--- src/include/uipc_pkg.sv ---
// Package for the IO and power control register block.
// Assumes a ULPI-style register port decoded upstream into rd/wr strobes.
package uipc_pkg;

    // Register addresses
    localparam logic [5:0] ADDR_IOPWR_WRITE = 6'h39;
    localparam logic [5:0] ADDR_IOPWR_SET = 6'h3a;
    localparam logic [5:0] ADDR_IOPWR_CLEAR = 6'h3b;
    localparam logic [5:0] ADDR_RID_WRITE = 6'h36;
    localparam logic [5:0] ADDR_RID_SET = 6'h37;
    localparam logic [5:0] ADDR_RID_CLEAR = 6'h38;
    localparam logic [5:0] ADDR_DEBUG = 6'h15;

    // Field positions of the IO and power control register
    localparam int POS_LANE_SWAP = 1;
    localparam int POS_SERIAL_LVL = 2;
    localparam int POS_PLUS_PULLUP = 4;
    localparam int POS_MINUS_PULLUP = 5;
    localparam int POS_BUS_LVL = 6;
    localparam logic [7:0] IOPWR_WR_MASK = 8'hfe;
    localparam logic [7:0] IOPWR_RESET = 8'h04;

    // Resistor measurement register fields
    localparam int POS_RID_DONE = 3;
    localparam int POS_RID_START = 4;
    localparam logic [7:0] RID_WR_MASK = 8'h77;
    localparam logic [7:0] RID_RESET = 8'h00;

    // Measurement time, 282 us at 100 MHz
    localparam int MEASURE_TIME_US = 282;
    localparam int CLOCK_MHZ = 100;
    localparam int MEASURE_CYCLES = MEASURE_TIME_US * CLOCK_MHZ;

    // Resistor codes
    localparam logic [2:0] RID_ZERO = 3'h0;
    localparam logic [2:0] RID_75 = 3'h1;
    localparam logic [2:0] RID_100K = 3'h2;
    localparam logic [2:0] RID_200K = 3'h3;
    localparam logic [2:0] RID_440K = 3'h4;
    localparam logic [2:0] RID_FLOAT = 3'h5;
    localparam logic [2:0] RID_ERROR = 3'h7;

    // Regulator levels
    typedef enum logic [1:0] {
        LVL_3V3 = 2'h0,
        LVL_3V0 = 2'h1,
        LVL_2V75 = 2'h2,
        LVL_2V5 = 2'h3
    } uipc_level_t;

    // Register access request
    typedef struct packed {
        logic wrEn;
        logic rdEn;
        logic [5:0] addr;
        logic [7:0] wrData;
    } uipc_req_t;

    // Transceiver operating mode
    typedef struct packed {
        logic syncMode;
        logic serialMode;
        logic lowPowerMode;
        logic uartMode;
        logic audioMode;
    } uipc_mode_t;

endpackage : uipc_pkg

--- src/hw/uipc_io_power.sv ---
// IO and power control register, pin routing and regulator select.
// Assumes register requests are decoded from the link port upstream,
// one request per cycle, with read data sampled one cycle later.
//
// What this block does
// - Reads at 39h-3Bh return register; write stores, set ORs, clear ANDs
// - Lane swap exchanges plus and minus pins, including serial routing
// - Audio speaker routing ignores the lane swap bit
// - Serial level field bits 3:2 picks UART regulator voltage, reset 01
// - Serial level applied when serial transmit enable asserts after bus
// - Audio mode forces the regulator to 3.3 V
// - Bits 4 and 5 connect 125K pull-ups on plus and minus lines
// - UART mode enables both charger pull-ups automatically
// - Bus level field bits 7:6 picks USB regulator voltage, reset 00
// - Bus level applies in synchronous, serial and low power modes
// - Synchronous mode reports session valid in the receive command
// - Non-synchronous modes signal interrupts on data line 3
// - Non-synchronous modes present linestate on data lines 0 and 1
// - Linestate available in receive command and debug register
// - Start bit launches measurement and clears itself on completion
// - Resistor code: 000 0R, 001 75R, 010 100K ... 101 float, 111 error
`timescale 1ns/1ns
module uipc_io_power (
    // Clock and reset
    input wire logic clock,
    input wire logic rst_n,
    // Register port
    input wire uipc_pkg::uipc_req_t req,
    output logic [7:0] rdData,
    // Operating mode and line status
    input wire uipc_pkg::uipc_mode_t mode,
    input wire logic serial_tx_enable,
    input wire logic session_valid,
    input wire logic line_state_bit0,
    input wire logic line_state_bit1,
    input wire logic intPending,
    input wire logic [2:0] analogRidCode,
    // Transceiver line roles
    input wire logic phyPlusOut,
    input wire logic phyMinusOut,
    input wire logic serialTxData,
    output logic plusPinOut,
    output logic minusPinOut,
    input wire logic plusPinIn,
    input wire logic minusPinIn,
    output logic phyPlusIn,
    output logic phyMinusIn,
    output logic serialRxData,
    // Audio routing
    input wire logic audioLeft,
    input wire logic audioRight,
    output logic speaker_left_pin,
    output logic speaker_right_mono_pin,
    // Analogue controls
    output logic charger_plus_line_resistor,
    output logic charger_minus_line_resistor,
    output uipc_pkg::uipc_level_t regLevel,
    // Link status byte
    output logic [7:0] rxCmdByte,
    output logic [3:0] asyncData
);
    import uipc_pkg::*;

    function automatic logic [7:0] apply_write(input logic [7:0] cur,
        input logic [7:0] data, input logic [1:0] op, input logic [7:0] msk);
        logic [7:0] res;
        res = cur;
        unique case (op)
            2'h1: res = data;
            2'h2: res = cur | data;
            2'h3: res = cur & ~data;
            default: res = cur;
        endcase
        apply_write = (res & msk) | (cur & ~msk);
    endfunction : apply_write

    logic [7:0] iopwr_ff;
    logic [7:0] rid_ff;
    logic [7:0] rdData_ff;
    logic serialActive_ff;
    logic [1:0] regLevel_ff;
    logic [7:0] nxt_iopwr;
    logic [7:0] nxt_rid;
    logic ridDone;
    logic [2:0] ridCode;

    // Operation decode: 1 write, 2 set, 3 clear
    wire [1:0] ioOp = !req.wrEn ? 2'h0 :
        (req.addr == ADDR_IOPWR_WRITE) ? 2'h1 :
        (req.addr == ADDR_IOPWR_SET) ? 2'h2 :
        (req.addr == ADDR_IOPWR_CLEAR) ? 2'h3 : 2'h0;
    wire [1:0] ridOp = !req.wrEn ? 2'h0 :
        (req.addr == ADDR_RID_WRITE) ? 2'h1 :
        (req.addr == ADDR_RID_SET) ? 2'h2 :
        (req.addr == ADDR_RID_CLEAR) ? 2'h3 : 2'h0;
    wire ioHit = (req.addr >= ADDR_IOPWR_WRITE) &&
        (req.addr <= ADDR_IOPWR_CLEAR);
    wire ridHit = (req.addr >= ADDR_RID_WRITE) &&
        (req.addr <= ADDR_RID_CLEAR);
    wire ridRead = req.rdEn && ridHit;

    assign nxt_iopwr = apply_write(iopwr_ff, req.wrData, ioOp,
        IOPWR_WR_MASK);

    // Done bit: set by completion wins over clear-on-read
    always_comb
    begin
        nxt_rid = apply_write(rid_ff, req.wrData, ridOp, RID_WR_MASK);
        if (ridRead)
            nxt_rid[POS_RID_DONE] = 1'b0;
        if (ridDone)
        begin
            nxt_rid[POS_RID_START] = 1'b0;
            nxt_rid[POS_RID_DONE] = 1'b1;
            nxt_rid[2:0] = ridCode;
        end
    end

    uipc_rid_meter u_meter (
        .clock(clock),
        .rst_n(rst_n),
        .startLvl(rid_ff[POS_RID_START]),
        .analogCode(analogRidCode),
        .doneStb(ridDone),
        .codeOut(ridCode)
    );

    wire laneSwap = iopwr_ff[POS_LANE_SWAP];
    wire [1:0] serialLvl = iopwr_ff[POS_SERIAL_LVL +: 2];
    wire [1:0] busLvl = iopwr_ff[POS_BUS_LVL +: 2];
    wire [1:0] lineState = {line_state_bit1, line_state_bit0};

    // Serial level latched in when transmit enable rises in UART mode
    wire serialEnter = mode.uartMode && serial_tx_enable && !serialActive_ff;
    wire [1:0] nxt_level = mode.audioMode ? LVL_3V3 :
        serialEnter ? serialLvl :
        (serialActive_ff && mode.uartMode) ? regLevel_ff :
        (mode.syncMode || mode.serialMode || mode.lowPowerMode) ? busLvl :
        regLevel_ff;

    wire [7:0] readMux = ioHit ? iopwr_ff :
        ridHit ? rid_ff :
        (req.addr == ADDR_DEBUG) ? {6'h00, lineState} : 8'h00;

    always_ff @(posedge clock)
    begin
        if (!rst_n)
        begin
            iopwr_ff <= IOPWR_RESET;
            rid_ff <= RID_RESET;
            rdData_ff <= 8'h00;
            serialActive_ff <= 1'b0;
            regLevel_ff <= LVL_3V3;
        end
        else
        begin
            iopwr_ff <= nxt_iopwr;
            rid_ff <= nxt_rid;
            rdData_ff <= req.rdEn ? readMux : rdData_ff;
            serialActive_ff <= mode.uartMode &&
                (serial_tx_enable || serialActive_ff);
            regLevel_ff <= nxt_level;
        end
    end

    assign rdData = rdData_ff;
    assign regLevel = uipc_level_t'(regLevel_ff);

    // Line role swap for transceiver and UART traffic
    wire plusDrive = mode.uartMode ? serialTxData : phyPlusOut;
    wire minusDrive = mode.uartMode ? 1'b1 : phyMinusOut;
    assign plusPinOut = laneSwap ? minusDrive : plusDrive;
    assign minusPinOut = laneSwap ? plusDrive : minusDrive;
    assign phyPlusIn = laneSwap ? minusPinIn : plusPinIn;
    assign phyMinusIn = laneSwap ? plusPinIn : minusPinIn;
    assign serialRxData = laneSwap ? plusPinIn : minusPinIn;

    // Speaker pins never follow the swap
    assign speaker_left_pin = mode.audioMode & audioLeft;
    assign speaker_right_mono_pin = mode.audioMode & audioRight;

    assign charger_plus_line_resistor = iopwr_ff[POS_PLUS_PULLUP] |
        mode.uartMode;
    assign charger_minus_line_resistor = iopwr_ff[POS_MINUS_PULLUP] |
        mode.uartMode;

    // Status byte: linestate in bits 1:0, session valid in bit 3, bit 2 zero
    assign rxCmdByte = {4'h0, session_valid, 1'b0,
        lineState};
    assign asyncData = mode.syncMode ? 4'h0 :
        {intPending, 1'b0, lineState};

endmodule : uipc_io_power

--- src/hw/uipc_rid_meter.sv ---
// ID resistor measurement timer and sampler.
// Assumes an analogue comparator supplies the resistor code during a run.
`timescale 1ns/1ns
module uipc_rid_meter #(
    parameter int MEASURE_CNT = uipc_pkg::MEASURE_CYCLES
) (
    // Clock and reset
    input wire logic clock,
    input wire logic rst_n,
    // Control
    input wire logic startLvl,
    input wire logic [2:0] analogCode,
    // Result
    output logic doneStb,
    output logic [2:0] codeOut
);
    import uipc_pkg::*;

    logic [15:0] count_ff;
    logic busy_ff;
    logic [2:0] code_ff;
    logic done_ff;
    wire lastCycle = busy_ff && (count_ff == 16'(MEASURE_CNT - 1));

    always_ff @(posedge clock)
    begin
        if (!rst_n)
        begin
            count_ff <= 16'h0000;
            busy_ff <= 1'b0;
            code_ff <= RID_ZERO;
            done_ff <= 1'b0;
        end
        else
        begin
            done_ff <= lastCycle;
            if (lastCycle)
            begin
                busy_ff <= 1'b0;
                count_ff <= 16'h0000;
                code_ff <= analogCode;
            end
            else if (busy_ff)
                count_ff <= count_ff + 16'h0001;
            else if (startLvl && !done_ff)
                busy_ff <= 1'b1;
        end
    end

    assign doneStb = done_ff;
    assign codeOut = code_ff;

endmodule : uipc_rid_meter

--- config.mk ---
export PLATFORM = sky130hd
export DESIGN_NAME = uipc_io_power
export DESIGN_NICKNAME = d
export VERILOG_FILES = /design/src/include/uipc_pkg.sv /design/src/hw/uipc_io_power.sv /design/src/hw/uipc_rid_meter.sv
export SDC_FILE = /design/constraint.sdc
export NUM_CORES = 1
export LEC_CHECK = 0
export BUFFER_PORTS_ARGS = -buffer_cell sky130_fd_sc_hd__buf_2
export CORE_MARGIN = 3
export CORE_UTILIZATION = 44
export CTS_CLUSTER_SIZE = 14
export DETAILED_ROUTE_END_ITERATION = 12
export GPL_TIMING_DRIVEN = 0
export PLACE_DENSITY_LB_ADDON = 0.12
export SYNTH_ARGS = -nofsm -noshare
export SYNTH_HDL_FRONTEND = slang
export SYNTH_SLANG_ARGS = --single-unit
--- constraint.sdc ---
create_clock -name clock -period 3.9 [get_ports clock]
set_clock_uncertainty 0.1 [all_clocks]
set_input_delay 0.78 -clock clock [delete_from_list [all_inputs] [get_ports clock]]
set_output_delay 0.78 -clock clock [all_outputs]
set_load 0.01 [all_outputs]
======== Word level (Yosys, flattened, before mapping) ========
Index checks and enable logic that the tools add are counted.
storage, ports and cells
  bits in registers ....................... 48
  input bits .............................. 38
  output and inout bits ................... 31
  word-level logic and storage cells ...... 88
operators by class
  add/subtract/negate cells ............... 1
  magnitude comparators ................... 4
  eq/ne operators ......................... 15
  multiplexer cells ....................... 27
  bitwise logic cells ..................... 12
  reductions and logical operators ........ 19
operators by type and width
  operator                                                   count
  equality test 6 bit (second input constant)                6
  2-to-1 mux 2 bit                                           12
  case mux 8 bit (3 select lines)                            1
  case mux 7 bit (3 select lines)                            1
  adder 16 x 1 -> 16 bit (second input constant)             1
  equality test 16 x 15 -> 1 bit (second input constant)     1
  2-to-1 mux 8 bit                                           2
  greater-or-equal comparator 6 bit (second input constant)  2
  <= comparator 6 bit (second input constant)                2
  logical AND 1 bit                                          9
  2-to-1 mux 1 bit                                           9
  bitwise AND 8 bit                                          1
  equality test 2 bit (second input constant)                4
  2-to-1 mux 4 bit                                           2
  NOT 8 bit                                                  1
  bitwise OR 7 x 8 -> 8 bit                                  1
  bitwise OR 8 x 1 -> 8 bit                                  1
  bitwise OR 8 bit                                           1
  bitwise AND 7 bit                                          1
  bitwise OR 7 bit                                           1
  equality test 6 x 5 -> 1 bit (second input constant)       1
  OR reduction 2 bit                                         3
  equality test 2 x 1 -> 1 bit (second input constant)       2
  logical OR 1 bit                                           3
  other kinds (7)                                            10

======== Longest topological paths before layout ========
  depth in word-level cells ............... 10
  gate-level depth with buffers ........... 6
  mapped depth without buffers ............ 5

======== By module ========
Synthesis repeated with hierarchy kept, for this count alone.
second synthesis, totals
  cell total of the unflattened synthesis .. 277
  area total of the unflattened synthesis .. 2381.0 um^2
modules (own cells, without submodules)
  module          times used  cells an instance  area an instance (um^2)  sequential area each (um^2)
  uipc_io_power   1           178                1450.1                   500.5
  uipc_rid_meter  1           99                 930.9                    420.4

======== Least setup slack after synthesis ========
OpenSTA, ideal clock, no wires.
  path kind ............................... input -> output
  start ................................... input mode[1] (netlist name)
  end ..................................... output plusPinOut
  arrival ................................. 1.377 ns
  data required time ...................... 3.020 ns
  slack ................................... 1.643 ns
  stages on the path ...................... 3
  buffers on the path ..................... 1
  cell sequence ........................... clkbuf_1 -> mux2i_1 -> mux2i_1
between the ends
  cells in the longest elaborated chain, start to end .. 2
  elaborated cells on any way between the ends .. 3
  classes of those cells .................. 3 x mux
RTL lines
  element                              line                                        RTL
  start: declaration                   uipc_io_power.sv:31                         input wire uipc_pkg::uipc_mode_t mode,
  2-to-1 mux 1 bit (on tied branches)  uipc_io_power.sv:170, uipc_io_power.sv:171
  2-to-1 mux 1 bit *                   uipc_io_power.sv:172                        assign plusPinOut = laneSwap ? minusDrive : plusDrive;
  end: declaration                     uipc_io_power.sv:42                         output logic plusPinOut,
Mark *: on every way between the ends. The rest lies on a longest branch, timed or not.

======== Worst setup path in the final report ========
  start ................................... input mode[1] (netlist name)
  end ..................................... output minusPinOut
between the ends
  cells in the longest elaborated chain, start to end .. 2
  elaborated cells on any way between the ends .. 3
  classes of those cells .................. 3 x mux
RTL lines
  element                              line                                        RTL
  2-to-1 mux 1 bit (on tied branches)  uipc_io_power.sv:171, uipc_io_power.sv:170
  2-to-1 mux 1 bit *                   uipc_io_power.sv:173                        assign minusPinOut = laneSwap ? plusDrive : minusDrive;
  end: declaration                     uipc_io_power.sv:43                         output logic minusPinOut,
Marked as above.

==> implementation parameters <==
Parameter                              Value

Power
  Static Leak ... around 1.2 nW
  Power Density ... around 320 nW/um2
  Peak VDD IR ... about 0.00029 V
  Internal power ... a little over 0.7 mW
  Switching fraction of total power ... between 20% and 30%
  Clock network fraction of design power ... a little over a third
  Combinational fraction of design power ... a little under an eighth
  Fraction of power consumed by sequential logic ... about half
  Switching power ... 0.2225 mW

CTS
  Buffer depth of the longest clock path ... 2
  Clock tree from TritonCTS ... yes
  Root Buffer ... sky130_fd_sc_hd__clkbuf_8
  Sinks on the clock net ... 46
  Post-CTS clock slew at the launch and capture registers of the worst setup and hold paths ... ~80 ps
  Number of buffers added by the clock tree synthesis step ... 5
  Quantity of hold-fixing buffers added after cts ... 0
  Setup bufs post-CTS ... 0
  Count of instances resized after the clock tree is built ... 0
  # H-tree levels ... 2
  Clock Latency Late Sink ... ~300 ps

Synth
  Top flip-flop cell by instance count after synthesis ... sky130_fd_sc_hd__dfxtp_1
  Yosys warnings ... 0
  Post-synth ARST share ... 0%
  Most used standard cells in the synthesized netlist ... sky130_fd_sc_hd__dfxtp_1 (46), sky130_fd_sc_hd__nor2_1 (28), sky130_fd_sc_hd__a21oi_1 (20), sky130_fd_sc_hd__nand2_1 (20), sky130_fd_sc_hd__o21ai_0 (16)
  Library cell occupying the most area in the post-synthesis netlist ... sky130_fd_sc_hd__dfxtp_1
  Mean post-synth cell area ... about 8.7 um2
  Sequential element share of the synthesized area ... 39.36%
  Number of distinct library cells after synthesis ... 52
  Area share of the largest cell type after synthesis ... between 30% and 40%
  Syn Inst Count ... between 200 and 300
  Leading cell types by total area after synthesis ... sky130_fd_sc_hd__dfxtp_1 (39%), sky130_fd_sc_hd__nor2_1 (4.5%), sky130_fd_sc_hd__a21oi_1 (4.3%), sky130_fd_sc_hd__xnor2_1 (3.7%), sky130_fd_sc_hd__buf_4 (3.5%)
  Summed instance area of the synthesized netlist ... between 2000 and 2500 um2
  Number of storage elements in the synthesis netlist ... 46
  Post-synth EDFFs ... 0
  Most repeated cell in the gate-level netlist after synthesis ... sky130_fd_sc_hd__dfxtp_1

STA
  Unrepaired setup endpoints after global routing ... no
  F_max ... around 410 MHz
  Worst max-slew margin expressed relative to the limit ... a little over half
  Crit path time final ... 2439 ps
  Fin. Hold Viols ... 0
  Finish-stage setup viols ... 0
  Worst-case hold slack ... approximately 360 ps
  Setup tns final ... 0 ps
  Share of the clock period used by the worst path ... 62.53%
  Final number of max-transition violations ... 0
  Worst-Margin Slew ... a little over 700 ps

Worst setup path
  Kind of capture point of the worst setup path ... output pin
  Worst path buffer plus inverter count ... 2
  Cell class contributing the biggest share of worst-path delay ... buffers and inverters
  Required arrival time at the worst endpoint ... roughly 3000 ps
  Max stage delay cell, worst path ... sky130_fd_sc_hd__clkbuf_1
  Arrival @ worst endpoint ... roughly 1600 ps
  Crit path max fanout ... 9
  Cell chain of the critical path ... clkbuf_1 > mux2i_1 > a21oi_1 > buf_2
  Peak per-stage delay on the critical path ... about 270 ps
  Type of the worst setup path ... input pin to output pin
  Kind of launch point of the worst setup path ... input pin

Global routing
  Pin count of the biggest net entering global routing ... 14
  Global-route usage over all layers ... 19.08%
  Vias in the first global route ... between 2000 and 2500
  Congestion Overflow GR ... 0
  Antenna violations before repair ... 0
  First-pass GRT wire length ... 9466 um

Cells and area
  Final layout net count ... around 380
  Relative area change from synthesis to final layout ... 21.93%
  Layout cell share with drive strength beyond 1 ... 28.57%
  Utilization after layout ... around 58%
  Ant diodes ... 0

Routing
  Number of routed nets with antenna violations ... 0
  Count of routing violations after the opening detailed-route iteration ... 89
  DR vias/cell ... between 5 and 6
  Via total after detailed routing ... approximately 2200
  Post-Route WL ... 5792 um
  # DRC ... 0
  Average wire per standard cell ... about 14 um
  Detailed-router iteration count before antenna repair ... 4

Floorplan
  Die outline area ... a little over 6000 um2
  Y dimension of the die ... between 70 and 80 um
  Core region area ... 4942 um2
  Std cell rows ... 25
  Die boundary width ... 78.92 um
  I/O pin count ... 69
  Initial core utilization ... 47.34%

Placement
  Count of input and output buffers ... 60
  Placed wire-length estimate after detailed placement ... around 4300 um
  Placer's final routability congestion estimate ... 0.7951

Worst hold path
  Class of the tightest hold or removal check ... flip-flop to flip-flop

Status
  Outcome ... complete, no violations

Job
  Max-capacitance violation count ... 0
-- power by group through the flow --
stage                     Combinational, mW  Sequential (mW)  Clock (mW)
after global placement                0.106            0.490           0
after detailed placement              0.108            0.491           0
final                                 0.108            0.480       0.339
after global routing                  0.120            0.480       0.360
after floorplan                      0.0573            0.492           0
after CTS                             0.108            0.479       0.345
-- flip-flops by register name, indices dropped and copies added, names as in the netlist --
register          cells
iopwr_ff              7
rdData                8
regLevel              2
rid_ff                7
serialActive_ff       1
u_meter.busy_ff       1
u_meter.codeOut       3
u_meter.count_ff     16
u_meter.doneStb       1
-- cells in the final DEF, fill, tap and decap left out, types with 5 or more instances in the layout --
| cell | synthesis | final |
|---|---|---|
| sky130_fd_sc_hd__nor2b_1 | 12 | 12 |
| sky130_fd_sc_hd__clkbuf_1 | 5 | 5 |
| sky130_fd_sc_hd__conb_1 | 1 | 6 |
| sky130_fd_sc_hd__a21oi_1 | 20 | 20 |
| sky130_fd_sc_hd__and2_1 | 5 | 5 |
| sky130_fd_sc_hd__mux2i_1 | 5 | 5 |
| sky130_fd_sc_hd__buf_4 | 11 | 11 |
| sky130_fd_sc_hd__nor4_1 | 5 | 5 |
| sky130_fd_sc_hd__nand3_1 | 9 | 9 |
| sky130_fd_sc_hd__o21ai_0 | 16 | 16 |
| sky130_fd_sc_hd__nor3_1 | 5 | 5 |
| sky130_fd_sc_hd__xnor2_1 | 10 | 10 |
| sky130_fd_sc_hd__nand2_1 | 20 | 20 |
| sky130_fd_sc_hd__nor2_1 | 28 | 28 |
| sky130_fd_sc_hd__dfxtp_1 | 46 | 46 |
| sky130_fd_sc_hd__a221oi_1 | 8 | 8 |
| sky130_fd_sc_hd__clkbuf_8 | 0 | 8 |
| sky130_fd_sc_hd__buf_2 | 2 | 62 |
-- cell type report --
cell class	instances	area [um2]
clock buffers	8	110.1
well taps	67	83.83
plain buffers	20	133.9
multi-input cells	205	1289
fillers	480	2090
inverters	4	15.01
repair buffers	60	300.3
flip-flops and latches	46	920.9
-- metal layers --
metal | part of all wire [%] | vias up | global-route usage, %
met5 | 0 | - | 0
met4 | 1.2 | 0 | 6.701
met3 | 6.8 | 8 | 3.741
met2 | 42 | 74 | 28.69
met1 | 50 | 999 | 27.23
li1 | - | 1104 | -
-- cell families (layout without fill, tap and decap cells) --
family	after synthesis	count (layout)	synth area share [%]
multiplexers	7	7	3.102
other	1	6	0.1603
flip-flops	46	46	39.36
adder cells (fa/ha/maj)	1	1	0.5347
buffers and inverters	24	92	6.364
XOR/XNOR	14	14	5.240
AO/OA/AOI/OAI	62	62	17.27
AND/OR/NAND/NOR	115	115	27.97
-- stage by stage --
stage               instances  cell area [um2]  worst slack [ps]  power [mW]
finish                    410             2853              1461      0.9262
global route              410             2853              1343      0.9603
CTS                       410             2853              1451      0.9323
detailed placement        402             2743              1444      0.5983
global placement          402             2743              1471      0.5965
floorplan                 275             2359              1643      0.5491
-- tightest hold or removal path: cells and delay by family, from the launching register on --
| kind | cells | cell delay [ps] |
|---|---|---|
| AO/OA/AOI/OAI | 1 | 50 |
| flip-flops | 1 | 310 |
| AND/OR/NAND/NOR | 1 | 60 |
-- final timing paths --
check | slack [ps] | from | cells after the start | to
max | 1460 | mode[1] | 4 | minusPinOut
min | 360 | rdData[7] | 2 | rdData[7]
max reg2reg | 2100 | u_meter.count_ff[0] | 6 | u_meter.count_ff[11]
min reg2reg | 360 | rdData[7] | 2 | rdData[7]
Power figures use the tool's default switching activity.
